**config.mk**
```make
export PLATFORM = sky130hd
export DESIGN_NAME = acsq_sequencer
export DESIGN_NICKNAME = d
export VERILOG_FILES = /design/src/shared/acsq_pkg.sv /design/src/logic/acsq_sequencer.sv /design/src/logic/acsq_tad_divider.sv
export VERILOG_INCLUDE_DIRS = /design/src /design/src/shared
export SDC_FILE = /design/constraint.sdc
export NUM_CORES = 1
export LEC_CHECK = 0
export BUFFER_PORTS_ARGS = -buffer_cell sky130_fd_sc_hd__buf_2
export CAP_MARGIN = 25
export CORE_ASPECT_RATIO = 0.9
export CORE_MARGIN = 2
export CORE_UTILIZATION = 40
export CTS_BUF_LIST = sky130_fd_sc_hd__clkbuf_8
export CTS_CLUSTER_DIAMETER = 120
export CTS_CLUSTER_SIZE = 16
export DETAILED_ROUTE_END_ITERATION = 8
export SLEW_MARGIN = 20
export SYNTH_ARGS = -nofsm -noshare
export SYNTH_HDL_FRONTEND = slang
export SYNTH_SLANG_ARGS = --single-unit
```
**constraint.sdc**
```tcl
create_clock -name sys_clk -period 2.6 [get_ports sys_clk]
set_input_delay 0.26 -clock sys_clk [delete_from_list [all_inputs] [get_ports sys_clk]]
set_output_delay 0.26 -clock sys_clk [all_outputs]
set_load 0.02 [all_outputs]
```
**src/shared/acsq_map.svh**
```systemverilog
// Function
// - With auto sample start set, a new sampling phase begins right after each conversion and the sample enable bit sets itself.
// - With auto sample start clear, sampling begins only when software writes the sample enable bit to one.
// - The sample enable bit reads one while the sample-and-hold is acquiring and zero while it holds.
// - The conversion status bit reads one after a conversion completes and zero during a conversion and while sampling started by software.
// - One timer one trigger code starts conversions even in Sleep, while code 0101 starts them only in Run or Idle.
// - The conversion clock period is the instruction cycle period times the divider value plus one.
// - The instruction cycle period is two oscillator periods, the oscillator being the system clock.
// - At least one conversion clock period of sampling is left between successive conversions.
`ifndef ACSQ_MAP_SVH
`define ACSQ_MAP_SVH

// ==========================================================================
// Register byte offsets.
`define ACSQ_OFS_CTRL      8'h00
`define ACSQ_OFS_CLKCFG    8'h04
`define ACSQ_OFS_RESULT    8'h08
`define ACSQ_OFS_STATUS    8'h0C
`define ACSQ_OFS_MASK      8'h10

// ==========================================================================
// Field positions of converter_control_one.
`define ACSQ_BIT_DONE      0
`define ACSQ_BIT_SAMPLE_ENABLE      1
`define ACSQ_BIT_AUTO_SAMPLE_START      2
`define ACSQ_TRIG_LSB      4
`define ACSQ_TRIG_MSB      7
`define ACSQ_BIT_ON        15

// Field positions of the clock configuration register.
`define ACSQ_DIV_LSB       0
`define ACSQ_DIV_MSB       7
`define ACSQ_STIME_LSB     8
`define ACSQ_STIME_MSB     12

// Event bits of the status and mask registers.
`define ACSQ_EVT_DONE      0
`define ACSQ_EVT_SAMPLE_ENABLE      1
`define ACSQ_EVT_COUNT     2

// ==========================================================================
// Reset values.
`define ACSQ_RST_CTRL      16'h0000
`define ACSQ_RST_DIV       8'h00
`define ACSQ_RST_STIME     5'h01
`define ACSQ_RST_MASK      2'h0

// ==========================================================================
// Trigger select codes.
`define ACSQ_TRIG_MANUAL   4'h0
`define ACSQ_TRIG_TMR_RUN  4'h5
`define ACSQ_TRIG_TMR_ANY  4'h6
`define ACSQ_TRIG_AUTO     4'h7

// ==========================================================================
// Timing: oscillator periods per instruction cycle.
`define ACSQ_TCY_OSC       2

`endif

```
**src/shared/acsq_pkg.sv**
```systemverilog
package acsq_pkg;

    // Sequencer states, Gray coded along idle, sample, convert.
    typedef enum logic [1:0] {
        ACSQ_IDLE    = 2'b00,
        ACSQ_SAMPLE  = 2'b01,
        ACSQ_CONVERT = 2'b11
    } acsq_state_type;

    // Requests to the analog sample-and-hold and conversion core.
    typedef struct packed {
        logic sampleOn;
        logic convStart;
        logic convClkEn;
    } acsq_core_req_type;

    // Answer of the conversion core.
    typedef struct packed {
        logic        convDone;
        logic [11:0] result;
    } acsq_core_rsp_type;

endpackage

```
**src/logic/acsq_sequencer.sv**
```systemverilog
`timescale 1ns/1ns
`default_nettype none

// ==========================================================================
// Sample and conversion sequencer with a classic Wishbone register slave.
module acsq_sequencer
    import acsq_pkg::*;
#(
    parameter int DIV_W   = 8,
    parameter int STIME_W = 5
) (
    // Clock and reset.
    input  wire logic              sys_clk,
    input  wire logic              nrst,
    // Wishbone slave.
    input  wire logic              wb_cyc_i,
    input  wire logic              wb_stb_i,
    input  wire logic              wb_we_i,
    input  wire logic [7:0]        wb_adr_i,
    input  wire logic [3:0]        wb_sel_i,
    input  wire logic [31:0]       wb_dat_i,
    output logic [31:0]            wb_dat_o,
    output logic                   wb_ack_o,
    // Trigger sources and power mode.
    input  wire logic              timerOneEvt,
    input  wire logic              sleepMode,
    // Conversion core.
    output acsq_core_req_type      coreReq,
    input  wire acsq_core_rsp_type coreRsp,
    // Interrupt.
    output logic                   irq
);
`include "acsq_map.svh"

    // ======================================================================
    // Register state.
    logic                      on_q;
    logic                      auto_sample_start_q;
    logic                      sample_enable_q;
    logic                      done_q;
    logic [3:0]                trig_q;
    logic [DIV_W-1:0]          div_q;
    logic [STIME_W-1:0]        stime_q;
    logic [11:0]               result_q;
    logic [`ACSQ_EVT_COUNT-1:0] status_q;
    logic [`ACSQ_EVT_COUNT-1:0] mask_q;
    logic                      ack_q;
    logic [31:0]               dat_q;

    // Sequencer state.
    acsq_state_type            state_q;
    acsq_state_type            state_d;
    logic [STIME_W-1:0]        sampCnt_q;
    logic                      convStart_q;

    // ======================================================================
    // Bus decode.
    wire logic        busReq    = wb_cyc_i && wb_stb_i;
    wire logic        busWrite  = busReq && wb_we_i && ack_q;
    wire logic        hitCtrl   = wb_adr_i == `ACSQ_OFS_CTRL;
    wire logic        hitClkCfg = wb_adr_i == `ACSQ_OFS_CLKCFG;
    wire logic        hitResult = wb_adr_i == `ACSQ_OFS_RESULT;
    wire logic        hitStatus = wb_adr_i == `ACSQ_OFS_STATUS;
    wire logic        hitMask   = wb_adr_i == `ACSQ_OFS_MASK;
    wire logic        wrCtrlLo  = busWrite && hitCtrl && wb_sel_i[0];
    wire logic        wrCtrlHi  = busWrite && hitCtrl && wb_sel_i[1];
    wire logic        wrDivLo   = busWrite && hitClkCfg && wb_sel_i[0];
    wire logic        wrDivHi   = busWrite && hitClkCfg && wb_sel_i[1];
    wire logic        wrStatus  = busWrite && hitStatus && wb_sel_i[0];
    wire logic        wrMask    = busWrite && hitMask && wb_sel_i[0];

    // Fields of the write data.
    wire logic        wSamp = wb_dat_i[`ACSQ_BIT_SAMPLE_ENABLE];
    wire logic        wAsam = wb_dat_i[`ACSQ_BIT_AUTO_SAMPLE_START];
    wire logic [3:0]  wTrig = wb_dat_i[`ACSQ_TRIG_MSB:`ACSQ_TRIG_LSB];
    wire logic        wOn   = wb_dat_i[`ACSQ_BIT_ON];

    // Module enable as it stands after this edge, so one write may enable and sample.
    wire logic        onNext = wrCtrlHi ? wOn : on_q;

    // Software sets or clears the sample enable bit.
    wire logic        swSampSet = wrCtrlLo && wSamp && !sample_enable_q;
    wire logic        swSampClr = wrCtrlLo && !wSamp && sample_enable_q;

    // ======================================================================
    // Read data assembly.
    logic [15:0] ctrlWord;
    logic [15:0] clkWord;
    logic [31:0] readMux;

    always_comb begin
        ctrlWord = 16'h0000;
        ctrlWord[`ACSQ_BIT_DONE] = done_q;
        ctrlWord[`ACSQ_BIT_SAMPLE_ENABLE] = sample_enable_q;
        ctrlWord[`ACSQ_BIT_AUTO_SAMPLE_START] = auto_sample_start_q;
        ctrlWord[`ACSQ_TRIG_MSB:`ACSQ_TRIG_LSB] = trig_q;
        ctrlWord[`ACSQ_BIT_ON] = on_q;
        clkWord = 16'h0000;
        clkWord[`ACSQ_DIV_MSB:`ACSQ_DIV_LSB] = div_q;
        clkWord[`ACSQ_STIME_MSB:`ACSQ_STIME_LSB] = stime_q;
    end

    // Unmapped offsets read as zero.
    assign readMux = hitCtrl   ? {16'h0000, ctrlWord} :
                     hitClkCfg ? {16'h0000, clkWord} :
                     hitResult ? {20'h00000, result_q} :
                     hitStatus ? {30'h00000000, status_q} :
                     hitMask   ? {30'h00000000, mask_q} :
                     32'h00000000;

    // ======================================================================
    // Wishbone answer: ack one cycle after the request, data registered.
    always_ff @(posedge sys_clk) begin
        if (!nrst) begin
            ack_q <= 1'b0;
            dat_q <= 32'h00000000;
        end else begin
            ack_q <= busReq && !ack_q;
            if (busReq && !ack_q) begin
                dat_q <= readMux;
            end
        end
    end

    assign wb_ack_o = ack_q;
    assign wb_dat_o = dat_q;

    // ======================================================================
    // Conversion clock enables.
    logic tadTick;

    acsq_tad_divider #(
        .DIV_W   (DIV_W)
    ) u_divider (
        .sys_clk (sys_clk),
        .nrst    (nrst),
        .run     (on_q),
        .divider (div_q),
        .cycTick (),
        .tadTick (tadTick)
    );

    // ======================================================================
    // Trigger decode.
    wire logic trigManual = trig_q == `ACSQ_TRIG_MANUAL;
    wire logic trigTmrRun = trig_q == `ACSQ_TRIG_TMR_RUN;
    wire logic trigTmrAny = trig_q == `ACSQ_TRIG_TMR_ANY;
    wire logic trigAuto   = trig_q == `ACSQ_TRIG_AUTO;

    // Sampling must have lasted at least one conversion clock period.
    wire logic [STIME_W-1:0] stimeMin = (stime_q == '0) ? STIME_W'(1) : stime_q;
    wire logic sampMet  = sampCnt_q >= stimeMin;
    wire logic tmrFire  = timerOneEvt && sampMet &&
                          (trigTmrAny || (trigTmrRun && !sleepMode));
    wire logic autoFire = trigAuto && sampMet;
    wire logic manFire  = trigManual && swSampClr && sampMet;
    wire logic convGo   = (state_q == ACSQ_SAMPLE) && (tmrFire || autoFire || manFire);
    wire logic convEnd  = (state_q == ACSQ_CONVERT) && coreRsp.convDone;

    // New sampling phase from software or from auto start.
    wire logic manSample  = (state_q == ACSQ_IDLE) && swSampSet;
    wire logic autoSample = auto_sample_start_q && ((state_q == ACSQ_IDLE) || convEnd);
    wire logic sampBegin  = onNext && (manSample || autoSample);

    // ======================================================================
    // Next state.
    always_comb begin
        state_d = state_q;
        case (state_q)
            ACSQ_IDLE: begin
                if (sampBegin) begin
                    state_d = ACSQ_SAMPLE;
                end
            end
            ACSQ_SAMPLE: begin
                if (convGo) begin
                    state_d = ACSQ_CONVERT;
                end
            end
            ACSQ_CONVERT: begin
                if (convEnd) begin
                    state_d = sampBegin ? ACSQ_SAMPLE : ACSQ_IDLE;
                end
            end
            default: begin
                state_d = ACSQ_IDLE;
            end
        endcase
        if (!onNext) begin
            state_d = ACSQ_IDLE;
        end
    end

    // State register.
    always_ff @(posedge sys_clk) begin
        if (!nrst) begin
            state_q <= ACSQ_IDLE;
        end else begin
            state_q <= state_d;
        end
    end

    // ======================================================================
    // Sample time counter in conversion clock periods.
    always_ff @(posedge sys_clk) begin
        if (!nrst || state_q != ACSQ_SAMPLE) begin
            sampCnt_q <= '0;
        end else if (tadTick && !sampMet) begin
            sampCnt_q <= sampCnt_q + 1'b1;
        end
    end

    // ======================================================================
    // Sample enable bit, written by software and by the sequencer.
    always_ff @(posedge sys_clk) begin
        if (!nrst) begin
            sample_enable_q <= 1'b0;
        end else if (!onNext || convGo) begin
            sample_enable_q <= 1'b0;
        end else if (sampBegin) begin
            sample_enable_q <= 1'b1;
        end
    end

    // Conversion status bit.
    always_ff @(posedge sys_clk) begin
        if (!nrst) begin
            done_q <= 1'b0;
        end else if (convEnd) begin
            done_q <= 1'b1;
        end else if (manSample || convGo) begin
            done_q <= 1'b0;
        end
    end

    // Result capture at the end of a conversion.
    always_ff @(posedge sys_clk) begin
        if (!nrst) begin
            result_q <= 12'h000;
        end else if (convEnd) begin
            result_q <= coreRsp.result;
        end
    end

    // Conversion start strobe to the core.
    always_ff @(posedge sys_clk) begin
        if (!nrst) begin
            convStart_q <= 1'b0;
        end else begin
            convStart_q <= convGo;
        end
    end

    assign coreReq.sampleOn  = sample_enable_q;
    assign coreReq.convStart = convStart_q;
    assign coreReq.convClkEn = tadTick && (state_q == ACSQ_CONVERT);

    // ======================================================================
    // Software control fields; reset word held as a constant so it can be sliced.
    localparam logic [15:0] RST_CTRL = `ACSQ_RST_CTRL;

    always_ff @(posedge sys_clk) begin
        if (!nrst) begin
            auto_sample_start_q <= RST_CTRL[`ACSQ_BIT_AUTO_SAMPLE_START];
            trig_q <= RST_CTRL[`ACSQ_TRIG_MSB:`ACSQ_TRIG_LSB];
        end else if (wrCtrlLo) begin
            auto_sample_start_q <= wAsam;
            trig_q <= wTrig;
        end
    end

    // Module enable.
    always_ff @(posedge sys_clk) begin
        if (!nrst) begin
            on_q <= RST_CTRL[`ACSQ_BIT_ON];
        end else if (wrCtrlHi) begin
            on_q <= wOn;
        end
    end

    // Conversion clock divider and sample time.
    always_ff @(posedge sys_clk) begin
        if (!nrst) begin
            div_q   <= DIV_W'(`ACSQ_RST_DIV);
            stime_q <= STIME_W'(`ACSQ_RST_STIME);
        end else begin
            if (wrDivLo) begin
                div_q <= wb_dat_i[`ACSQ_DIV_MSB:`ACSQ_DIV_LSB];
            end
            if (wrDivHi) begin
                stime_q <= wb_dat_i[`ACSQ_STIME_MSB:`ACSQ_STIME_LSB];
            end
        end
    end

    // ======================================================================
    // Interrupt events and mask.
    logic [`ACSQ_EVT_COUNT-1:0] evt;

    assign evt[`ACSQ_EVT_DONE] = convEnd;
    assign evt[`ACSQ_EVT_SAMPLE_ENABLE] = sampBegin && !sample_enable_q;

    // Sticky status bits; a new event wins over a write-one clear.
    for (genvar i = 0; i < `ACSQ_EVT_COUNT; i++) begin : g_status
        always_ff @(posedge sys_clk) begin
            if (!nrst) begin
                status_q[i] <= 1'b0;
            end else if (evt[i]) begin
                status_q[i] <= 1'b1;
            end else if (wrStatus && wb_dat_i[i]) begin
                status_q[i] <= 1'b0;
            end
        end
    end

    // Mask register.
    always_ff @(posedge sys_clk) begin
        if (!nrst) begin
            mask_q <= `ACSQ_RST_MASK;
        end else if (wrMask) begin
            mask_q <= wb_dat_i[`ACSQ_EVT_COUNT-1:0];
        end
    end

    assign irq = |(status_q & mask_q);

endmodule

`default_nettype wire

```
**src/logic/acsq_tad_divider.sv**
```systemverilog
`timescale 1ns/1ns
`default_nettype none

// ==========================================================================
// Instruction cycle and conversion clock enables.
module acsq_tad_divider
    import acsq_pkg::*;
#(
    parameter int DIV_W = 8
) (
    // Clock and reset.
    input  wire logic             sys_clk,
    input  wire logic             nrst,
    // Control.
    input  wire logic             run,
    input  wire logic [DIV_W-1:0] divider,
    // Enables.
    output logic                  cycTick,
    output logic                  tadTick
);
`include "acsq_map.svh"

    localparam logic [1:0] TCY_LAST = 2'(`ACSQ_TCY_OSC - 1);

    logic [1:0]       oscCnt_q;
    logic [DIV_W-1:0] tadCnt_q;

    assign cycTick = run && (oscCnt_q == TCY_LAST);
    assign tadTick = cycTick && (tadCnt_q == divider);

    // Oscillator periods counted into one instruction cycle.
    always_ff @(posedge sys_clk) begin
        if (!nrst || !run || cycTick) begin
            oscCnt_q <= 2'h0;
        end else begin
            oscCnt_q <= oscCnt_q + 2'h1;
        end
    end

    // Instruction cycles counted into one conversion clock period.
    always_ff @(posedge sys_clk) begin
        if (!nrst || !run || tadTick) begin
            tadCnt_q <= '0;
        end else if (cycTick) begin
            tadCnt_q <= tadCnt_q + 1'b1;
        end
    end

endmodule

`default_nettype wire

```
* After elaboration in Yosys (flattened, before gate mapping) *
Cells that the tools add are included.
Widths: inputs -> output; s select.

storage, ports and cells
  input bits = 64
  output and inout bits = 37
  bits in registers = 88
  logic and storage cells = 123

cells by class
  mux-type cells = 18
  add/sub/neg operators = 3
  reductions and logical operators = 66
  bitwise gates (word level) = 2
  magnitude comparators = 1
  equality and inequality tests = 15

operators with widths
  kind                 number
  $logic_and 1x1->1    36
  $eq 8x4->1 const B   2
  $mux 16              1
  $mux 13              1
  $eq 4x3->1 const B   3
  $mux 12              1
  $logic_or 1x1->1     11
  $mux 2               5
  $add 8x1->8 const B  1
  $eq 8x3->1 const B   1
  $eq 8x5->1 const B   1
  $eq 8x8->1           1
  $logic_not 1->1      8
  $logic_not 8->1      1
  $mux 1               8
  $ne 2x2->1 const B   3
  $pmux 2 s3           1
  $reduce_bool 2->1    3
  $add 5x1->5 const B  1
  $ge 5x5->1           1
  $logic_not 5->1      1
  $mux 5               1
  $eq 2x1->1 const B   2
  $logic_not 4->1      1
  9 further kinds      10

* Depth between registers and ports, before layout *
Gate-level depths: netlist (run 1).

  word-level depth = 14
  gate-level depth with buffers = 9
  mapped depth without buffers = 8

* By module *
A second synthesis (run 1) with hierarchy kept.

unflattened totals
  cells, all modules = 395
  area, all modules = 3438.3 sq um

modules (own cells, without submodules)
  module            area an instance (sq um)  instances  cells each  sequential area each (sq um)
  acsq_sequencer    2907.8                    1          337         1201.2
  acsq_tad_divider  530.5                     1          58          200.2

* Least setup slack after synthesis (run 1) *
Ideal clock, no wire load.

  path type = register to output
  start point = register u_divider.oscCnt_q[0]
  end point = output coreReq[0] (netlist name)
  required time = 2340 ps
  path buffers = 2
  data arrival time = 1635 ps
  path slack = 705 ps
  cell stages (with the launch flop) = 8
  cells stage by stage = dfxtp_1 ha_1 and2_1 buf_2 nand4_1 or3_1 clkbuf_1 nor2_1

RTL lines
  element                 RTL line                text
  from (decl)             acsq_tad_divider.sv:25  logic [1:0] oscCnt_q;
  from (signal assigned)  acsq_tad_divider.sv:36  oscCnt_q <= oscCnt_q + 2'h1;
  to (decl)               acsq_sequencer.sv:28    output acsq_core_req_type coreReq,

==> summary.log, run 1 <==
INFO  route          dr_total_vias=2968
INFO  setup_path     worst_ep_arrival_time=2.06ns
INFO  clock_network  cts_root_buf=clkbuf_8
INFO  clock_network  cts_buffers=9
INFO  route          drt-pass1-iter-count=4
INFO  clock_network  cts.sinks=70
INFO  synth          synth_area_per_cell=8.802um^2
INFO  clock_network  cts-root-to-sink-buffers=2
INFO  synth          yosysMostFrequentCell=dfxtp_1
INFO  timing         timing.clock.skew=0.01073ns
INFO  timing         drv_slew=0
INFO  synth          postSynthRegisterBits=70
INFO  synth          post-synth-top-area-cell=dfxtp_1
INFO  synth          netlist_instances=404
INFO  die            rows=32
INFO  synth          synth.yosys.warnings=0
INFO  synth          synth_top_area_share=0.3941
INFO  timing         final.period_utilization=0.8929
INFO  placed_design  placed_cells_incl_taps=570
INFO  timing         grt_setup_unrepaired=false
INFO  power_and_ir_drop max-vdd-ir-drop=0.0002631V
INFO  synth          synthDistinctLibCells=54
INFO  setup_path     worstPathMaxFanout=7
INFO  layout         fin_nets=534
INFO  placed_design  place_congestion=0.8117
INFO  route          drtAntennaViolNets=0
INFO  grt            first_global_vias=2839
INFO  setup_path     setup.worst_path.class=flip-flop to primary output
INFO  layout         fillers=842
INFO  grt            globalRouteOverflowTotal=0
INFO  timing         finalSetupTns=0ns
INFO  timing         worstMarginPinSlew=0.6433ns
INFO  power_and_ir_drop p_leak=1.572nW
INFO  layout         area.growth.synth_to_final=15.76%
INFO  die            top_level_ports=101
INFO  die            floorplan.die.height=93.45um
INFO  layout         finish.cell_count_without_fillers=586
INFO  route          drc=0
INFO  grt            grt_first_pass_wirelength=14190um
INFO  route          viasPerCell=5.065
INFO  power_and_ir_drop power-per-cell-area=524.7nW/um^2
INFO  die            initial_core_util=0.4131
INFO  layout         layout-drive-gt1-share=0.2184
INFO  grt            antenna_found_initial=0
INFO  setup_path     startpoint_type=flip-flop
INFO  synth          synth.top_cells.by_area=dfxtp_1, mux2i_1, nand2_1, buf_4, nor2b_1
INFO  grt            grtUsageTotal=0.1903
INFO  route          met1Wirelength=4089um
INFO  job            maxCapViolations=0
INFO  synth          synth-edff-count=0
INFO  clock_network  cts.clk_slew.worst_paths=0.08ns
INFO  timing         setup-violations-final=0
INFO  timing         hold_violations=0
INFO  clock_network  h_tree_levels=3
INFO  placed_design  dp_hpwl=6597um
INFO  clock_network  holdBufCountCts=0
INFO  route          routed-wl-met3=518um
INFO  route          drt_iter0_markers=175
INFO  clock_network  clock_insertion_delay_worst_skew=0.34ns
INFO  grt            maximum_number_of_pins_on_one_net_before_global_route_repair=41
INFO  synth          ys_seq_area_frac=0.3941
INFO  synth          mappedNetlistArea=3556um^2
INFO  route          route.final.wire_length=8713um
INFO  hold_path      tightest_hold_check_type=input port to flip-flop
INFO  die            die_area=9661um^2
INFO  synth          synth_async_sr_flop_share=0
INFO  route          highest_layer=met4
INFO  timing         max_freq=430.8MHz
INFO  timing         fin_crit=2.321ns
INFO  route          met2_wirelength=4064um
INFO  placed_design  input_output_buffers=62
INFO  outcome        status=complete, no violations
INFO  synth          synthFlopType=dfxtp_1
INFO  die            die_width=103.4um
INFO  synth          synth_common_cells=dfxtp_1, nand2_1, mux2i_1, nor2b_1
INFO  timing         slew-limit-headroom=0.5711
INFO  layout         final_core_utilization=0.4782
INFO  clock_network  tritoncts_clock_tree=done
INFO  setup_path     cp-end-kind=primary output
INFO  die            placeableCoreArea=8608um^2
INFO  setup_path     worstPathRequired=2.34ns
INFO  route          drt-wirelength-per-cell=14.87um
INFO  layout         antenna_diode_count=0
==> final timing paths <==
| path | from | slack (ns) | end | cells past startpoint |
|---|---|---|---|---|
| worst max-delay path | u_divider.oscCnt_q[1] | 0.28 | coreReq[0] | 7 |
| worst min-delay path | wb_dat_i[8] | 0.14 | stime_q[0] | 3 |
| worst max register to register | stime_q[1] | 0.48 | done_q | 8 |
| worst min register to register | u_divider.oscCnt_q[0] | 0.43 | u_divider.oscCnt_q[0] | 1 |
==> registers in the layout, indices dropped and copies added, names as in the netlist, 2 cells and up <==
name	count
wb_dat_o	14
result_q	12
div_q	8
u_divider.tadCnt_q	8
sampCnt_q	5
stime_q	5
trig_q	4
mask_q	2
state_q	2
status_q	2
u_divider.oscCnt_q	2
==> critical path, cell delays in order, from the launching register on <==
cell     delay (ns)
dfxtp_1        0.31
inv_1          0.05
ha_1           0.18
and2_2         0.25
nand4_1        0.17
or3_1          0.47
nor2_1         0.14
buf_2          0.17
==> layout by cell type, fill, tap and decap left out, types with 6 or more instances in the layout <==
cell      synthesis  layout
conb_1            1      18
nor3_1           15      15
dfxtp_1          70      70
nor2_1           21      21
nand4_1           7       7
nand2_1          52      52
nand3_1          10      10
mux2i_1          24      24
a22oi_1           8       8
o21ai_0          10      10
a21boi_1          6       6
xnor2_1          12      12
clkbuf_8          0      12
buf_4            21       7
buf_2             1      62
ha_1              8       8
a22o_1            7       7
a21oi_1          10      10
inv_1            10      10
nor2b_1          23      23
a21boi_0         13      13
==> through the flow <==
step | hold WS, ns | cell area (um^2) | worst slack, ns | total power [mW]
final | 0.1379 | 4116 | 0.2786 | 2.160
after global routing | 0.1390 | 4116 | 0.06285 | 2.239
after CTS | 0.1218 | 4115 | 0.1414 | 2.183
after detailed placement | 0.4214 | 3897 | 0.3838 | 1.244
after global placement | 0.4119 | 3897 | 0.4266 | 1.243
after floorplan | 0.3885 | 3620 | 0.7054 | 1.201
==> kinds of logic (layout without fill, tap and decap cells) <==
family,count (synthesis),count (layout),synth area share
simple gates,163,163,0.2491
compound gates,73,73,0.1457
flops,70,70,0.3941
buf+inv,50,96,0.07741
mux,24,24,0.06756
xor+xnor,15,15,0.03695
fa+ha+maj,8,8,0.02815
other cells,1,18,0.001055
==> metal layers <==
layer,track usage,vias to the layer above
met5,0,-
met2,0.2978,89
met3,0.03886,4
met4,0.05811,0
li1,-,1497
met1,0.2623,1378
==> layout make-up <==
cell class                      instances  area, um^2  share of cell area
Multi-Input combinational cell        301        1944              0.4723
Sequential cell                        70        1401              0.3404
Timing Repair Buffer                   69       362.8             0.08815
Clock buffer                           12       165.2             0.04012
Tap cell                              119       148.9             0.03617
Clock inverter                          4       52.55             0.01277
Inverter                               11       41.29             0.01003
==> what timing repair did <==
item | 4_1_cts | 5_1_grt
setup endpoints to repair | 0 | 1
gates resized for setup | 0 | 1
setup buffers | 0 | 0
==> report_power, final <==
part / switching [mW] / leakage [nW] / total (mW) / internal, mW
Sequential: 0.00417 / 0.565 / 1.08 / 1.08
Combinational: 0.0892 / 0.895 / 0.138 / 0.0488
Clock: 0.415 / 0.113 / 0.941 / 0.526
Total: 0.508 / 1.57 / 2.16 / 1.65
Note: power is estimated with default switching activity, not from simulation.
==> run 2, diff against run 1 <==
--- a/config.mk
+++ b/config.mk
@@ -7,7 +7,6 @@
 export NUM_CORES = 1
 export LEC_CHECK = 0
 export BUFFER_PORTS_ARGS = -buffer_cell sky130_fd_sc_hd__buf_2
-export CAP_MARGIN = 25
 export CORE_ASPECT_RATIO = 0.9
 export CORE_MARGIN = 2
 export CORE_UTILIZATION = 40
@@ -18,4 +17,5 @@
 export SLEW_MARGIN = 20
 export SYNTH_ARGS = -nofsm -noshare
 export SYNTH_HDL_FRONTEND = slang
+export SYNTH_HIERARCHICAL = 1
 export SYNTH_SLANG_ARGS = --single-unit
==> run 2 against run 1 <==
Count of clock-buffer cells in the layout is 3 lower. Worst hold slack got worse by 0.0026 ns. Synthesized area down 3.3%. Fmax up 1.8%. Sequential cell count is the same. Combinational power fell by 19%. Die area decreased by 3.2%. Final area shrank 1.2%. Via count shrank 3.6%. Clock power increased by 22%. Register-to-register slack lost 0.16 ns. Critical path type is now flip-flop to flip-flop. Largest cell class unchanged.
==> summary.log, run 2 <==
INFO  layout         area.growth.synth_to_final=18.27%
INFO  layout         finish.cell_count_without_fillers=581
INFO  layout         final_core_utilization=0.4813
INFO  timing         fin_crit=2.280ns
INFO  hold_path      tightest_hold_check_type=input port to flip-flop
INFO  power_and_ir_drop p_total=2.332mW
INFO  clock_network  postCtsSetupBuffers=0
INFO  timing         timing.clock.skew=0.009076ns
INFO  die            die_width=101.7um
INFO  synth          synth_common_cells=dfxtp_1, nand2_1, nor2_1, mux2i_1, a21oi_1
INFO  synth          synth.yosys.warnings=6
INFO  route          drtAntennaViolNets=0
INFO  layout         final_cell_area=4066um^2
INFO  timing         fin_ws=0.3202ns
INFO  setup_path     worstPathMaxFanout=6
INFO  timing         max_freq=438.6MHz
INFO  setup_path     worstPathRequired=2.88ns
INFO  grt            grt_first_pass_wirelength=12950um
INFO  clock_network  cts-root-to-sink-buffers=2
INFO  setup_path     cp-end-kind=flip-flop
INFO  grt            first_global_vias=2651
INFO  placed_design  place_area=3805um^2
INFO  route          drt-pass1-iter-count=4
INFO  synth          synth_async_sr_flop_share=0
INFO  timing         hold_ws=0.1353ns
INFO  synth          synth_area_per_cell=8.705um^2
INFO  placed_design  placed_cells_incl_taps=565
INFO  synth          ys_seq_area_frac=0.4076
INFO  grt            maximum_number_of_pins_on_one_net_before_global_route_repair=47
INFO  route          viasPerCell=4.924
INFO  synth          synth_top_area_share=0.4076
INFO  route          route.final.wire_length=7946um
INFO  timing         slew-limit-headroom=0.4793
INFO  timing         finalSetupTns=0ns
INFO  outcome        status=complete, no violations
INFO  setup_path     startpoint_type=flip-flop
INFO  clock_network  cts.clk_slew.worst_paths=0.08ns
INFO  setup_path     setup.worst_path.class=flip-flop to flip-flop
INFO  clock_network  cts_root_buf=clkbuf_8
INFO  synth          postSynthRegisterBits=70
INFO  route          drc=0
INFO  die            rows=32
INFO  route          drt-wirelength-per-cell=13.68um
INFO  placed_design  dp_hpwl=6005um
INFO  route          drt_iter0_markers=149
INFO  die            initial_core_util=0.4070
INFO  grt            grtUsageTotal=0.1784
INFO  layout         antenna_diode_count=0
INFO  placed_design  worst_setup_slack_before_clock_tree_synthesis=0.2824ns
INFO  clock_network  h_tree_levels=3
INFO  clock_network  tritoncts_clock_tree=done
INFO  job            maxCapViolations=0
INFO  synth          synthFlopType=dfxtp_1
INFO  clock_network  clock_insertion_delay_worst_skew=0.35ns
INFO  grt            globalRouteOverflowTotal=0
INFO  power_and_ir_drop power-per-cell-area=573.5nW/um^2
INFO  placed_design  place_congestion=0.7808
INFO  layout         most_common_cell_after_layout_fill_and_taps_aside=dfxtp_1
INFO  die            die_area=9355um^2
INFO  timing         hold_violations=0
INFO  synth          yosysMostFrequentCell=dfxtp_1
INFO  synth          synth.top_cells.by_area=dfxtp_1, mux2i_1, nand2_1, nor2_1, buf_4
INFO  synth          synth-edff-count=0
INFO  setup_path     worst_ep_arrival_time=2.56ns
INFO  clock_network  cts.sinks=70
INFO  die            placeableCoreArea=8448um^2
INFO  placed_design  input_output_buffers=62
INFO  clock_network  cts_buffers=9
INFO  power_and_ir_drop p_leak=1.613nW
INFO  layout         largest_register_ff_count=14
INFO  layout         layout_common_cells=dfxtp_1, buf_2, nand2_1
INFO  layout         fin_nets=529
INFO  clock_network  holdBufCountCts=0
INFO  die            top_level_ports=101
INFO  grt            antenna_found_initial=0
INFO  timing         drv_slew=0
INFO  synth          post-synth-top-area-cell=dfxtp_1
INFO  timing         setup-violations-final=0
INFO  timing         worstMarginPinSlew=0.7799ns
INFO  die            floorplan.die.height=91.96um
INFO  synth          mappedNetlistArea=3438um^2
INFO  power_and_ir_drop max-vdd-ir-drop=0.0003091V
INFO  clock_network  cts_resized=0
INFO  timing         grt_setup_unrepaired=false
INFO  synth          synthDistinctLibCells=57
INFO  timing         final.period_utilization=0.8768
INFO  synth          netlist_instances=395
INFO  route          dr_total_vias=2861
INFO  layout         layout-drive-gt1-share=0.2121
==> run 2: cell count changes in the layout (fill, tap and decap cells not counted), moves of 5 or more <==
cell	previous run	this run
a21boi_0	13	2
a22o_1	7	2
nor2b_1	23	3
nor3_1	15	7
a21boi_1	6	0
nand2_1	52	58
nor2_1	21	43
a21oi_1	10	27
mux2i_1	24	30
==> run 2: worst paths after layout <==
check | to | start | cells past startpoint | slack [ns]
max reg2reg | sampCnt_q[3] | stime_q[3] | 8 | 0.32
min reg2reg | u_divider/oscCnt_q[0] | u_divider/oscCnt_q[0] | 1 | 0.43
max | sampCnt_q[3] | stime_q[3] | 8 | 0.32
min | stime_q[0] | wb_dat_i[8] | 3 | 0.14
==> run 2: metal layers <==
metal  global-route usage  up-vias  wire (um)
li1                     -     1459          -
met1               0.2351     1321       3603
met2               0.2840       68       3791
met3              0.04421       13        414
met4              0.05968        0        136
met5                    0        -          0
==> run 2: final cells by class <==
| class | instances | area [um^2] |
|---|---|---|
| Clock inverter | 7 | 137.6 |
| Sequential cell | 70 | 1401 |
| Inverter | 12 | 45.04 |
| Multi-Input combinational cell | 294 | 1839 |
| Fill cell | 855 | 4382 |
| Tap cell | 119 | 148.9 |
| Timing Repair Buffer | 70 | 370.4 |
| Clock buffer | 9 | 123.9 |
==> run 2: critical path, stage by stage, from the launching register on <==
cell,delay [ns]
dfxtp_1,0.38
inv_1,0.07
a41o_1,0.24
ha_1,0.26
nand2b_1,0.14
a31oi_1,0.26
o211ai_1,0.28
or3_1,0.41
a21oi_1,0.16
==> run 2: logic make-up after synthesis <==
kind of cell	Yosys count	share of synthesized area
adders and majority gates	8	0.02911
other	1	0.001091
buffers and inverters	48	0.07606
xor gates and xnor gates	17	0.04330
muxes	31	0.09389
DFF	70	0.4076
AOI/OAI and AO/OA	70	0.1361
and+or+nand+nor	150	0.2129
==> run 2: power by group <==
part | total [mW] | internal [mW] | switching [mW]
Clock | 1.15 | 0.731 | 0.417
Sequential | 1.07 | 1.07 | 0.000655
Combinational | 0.112 | 0.0348 | 0.0772
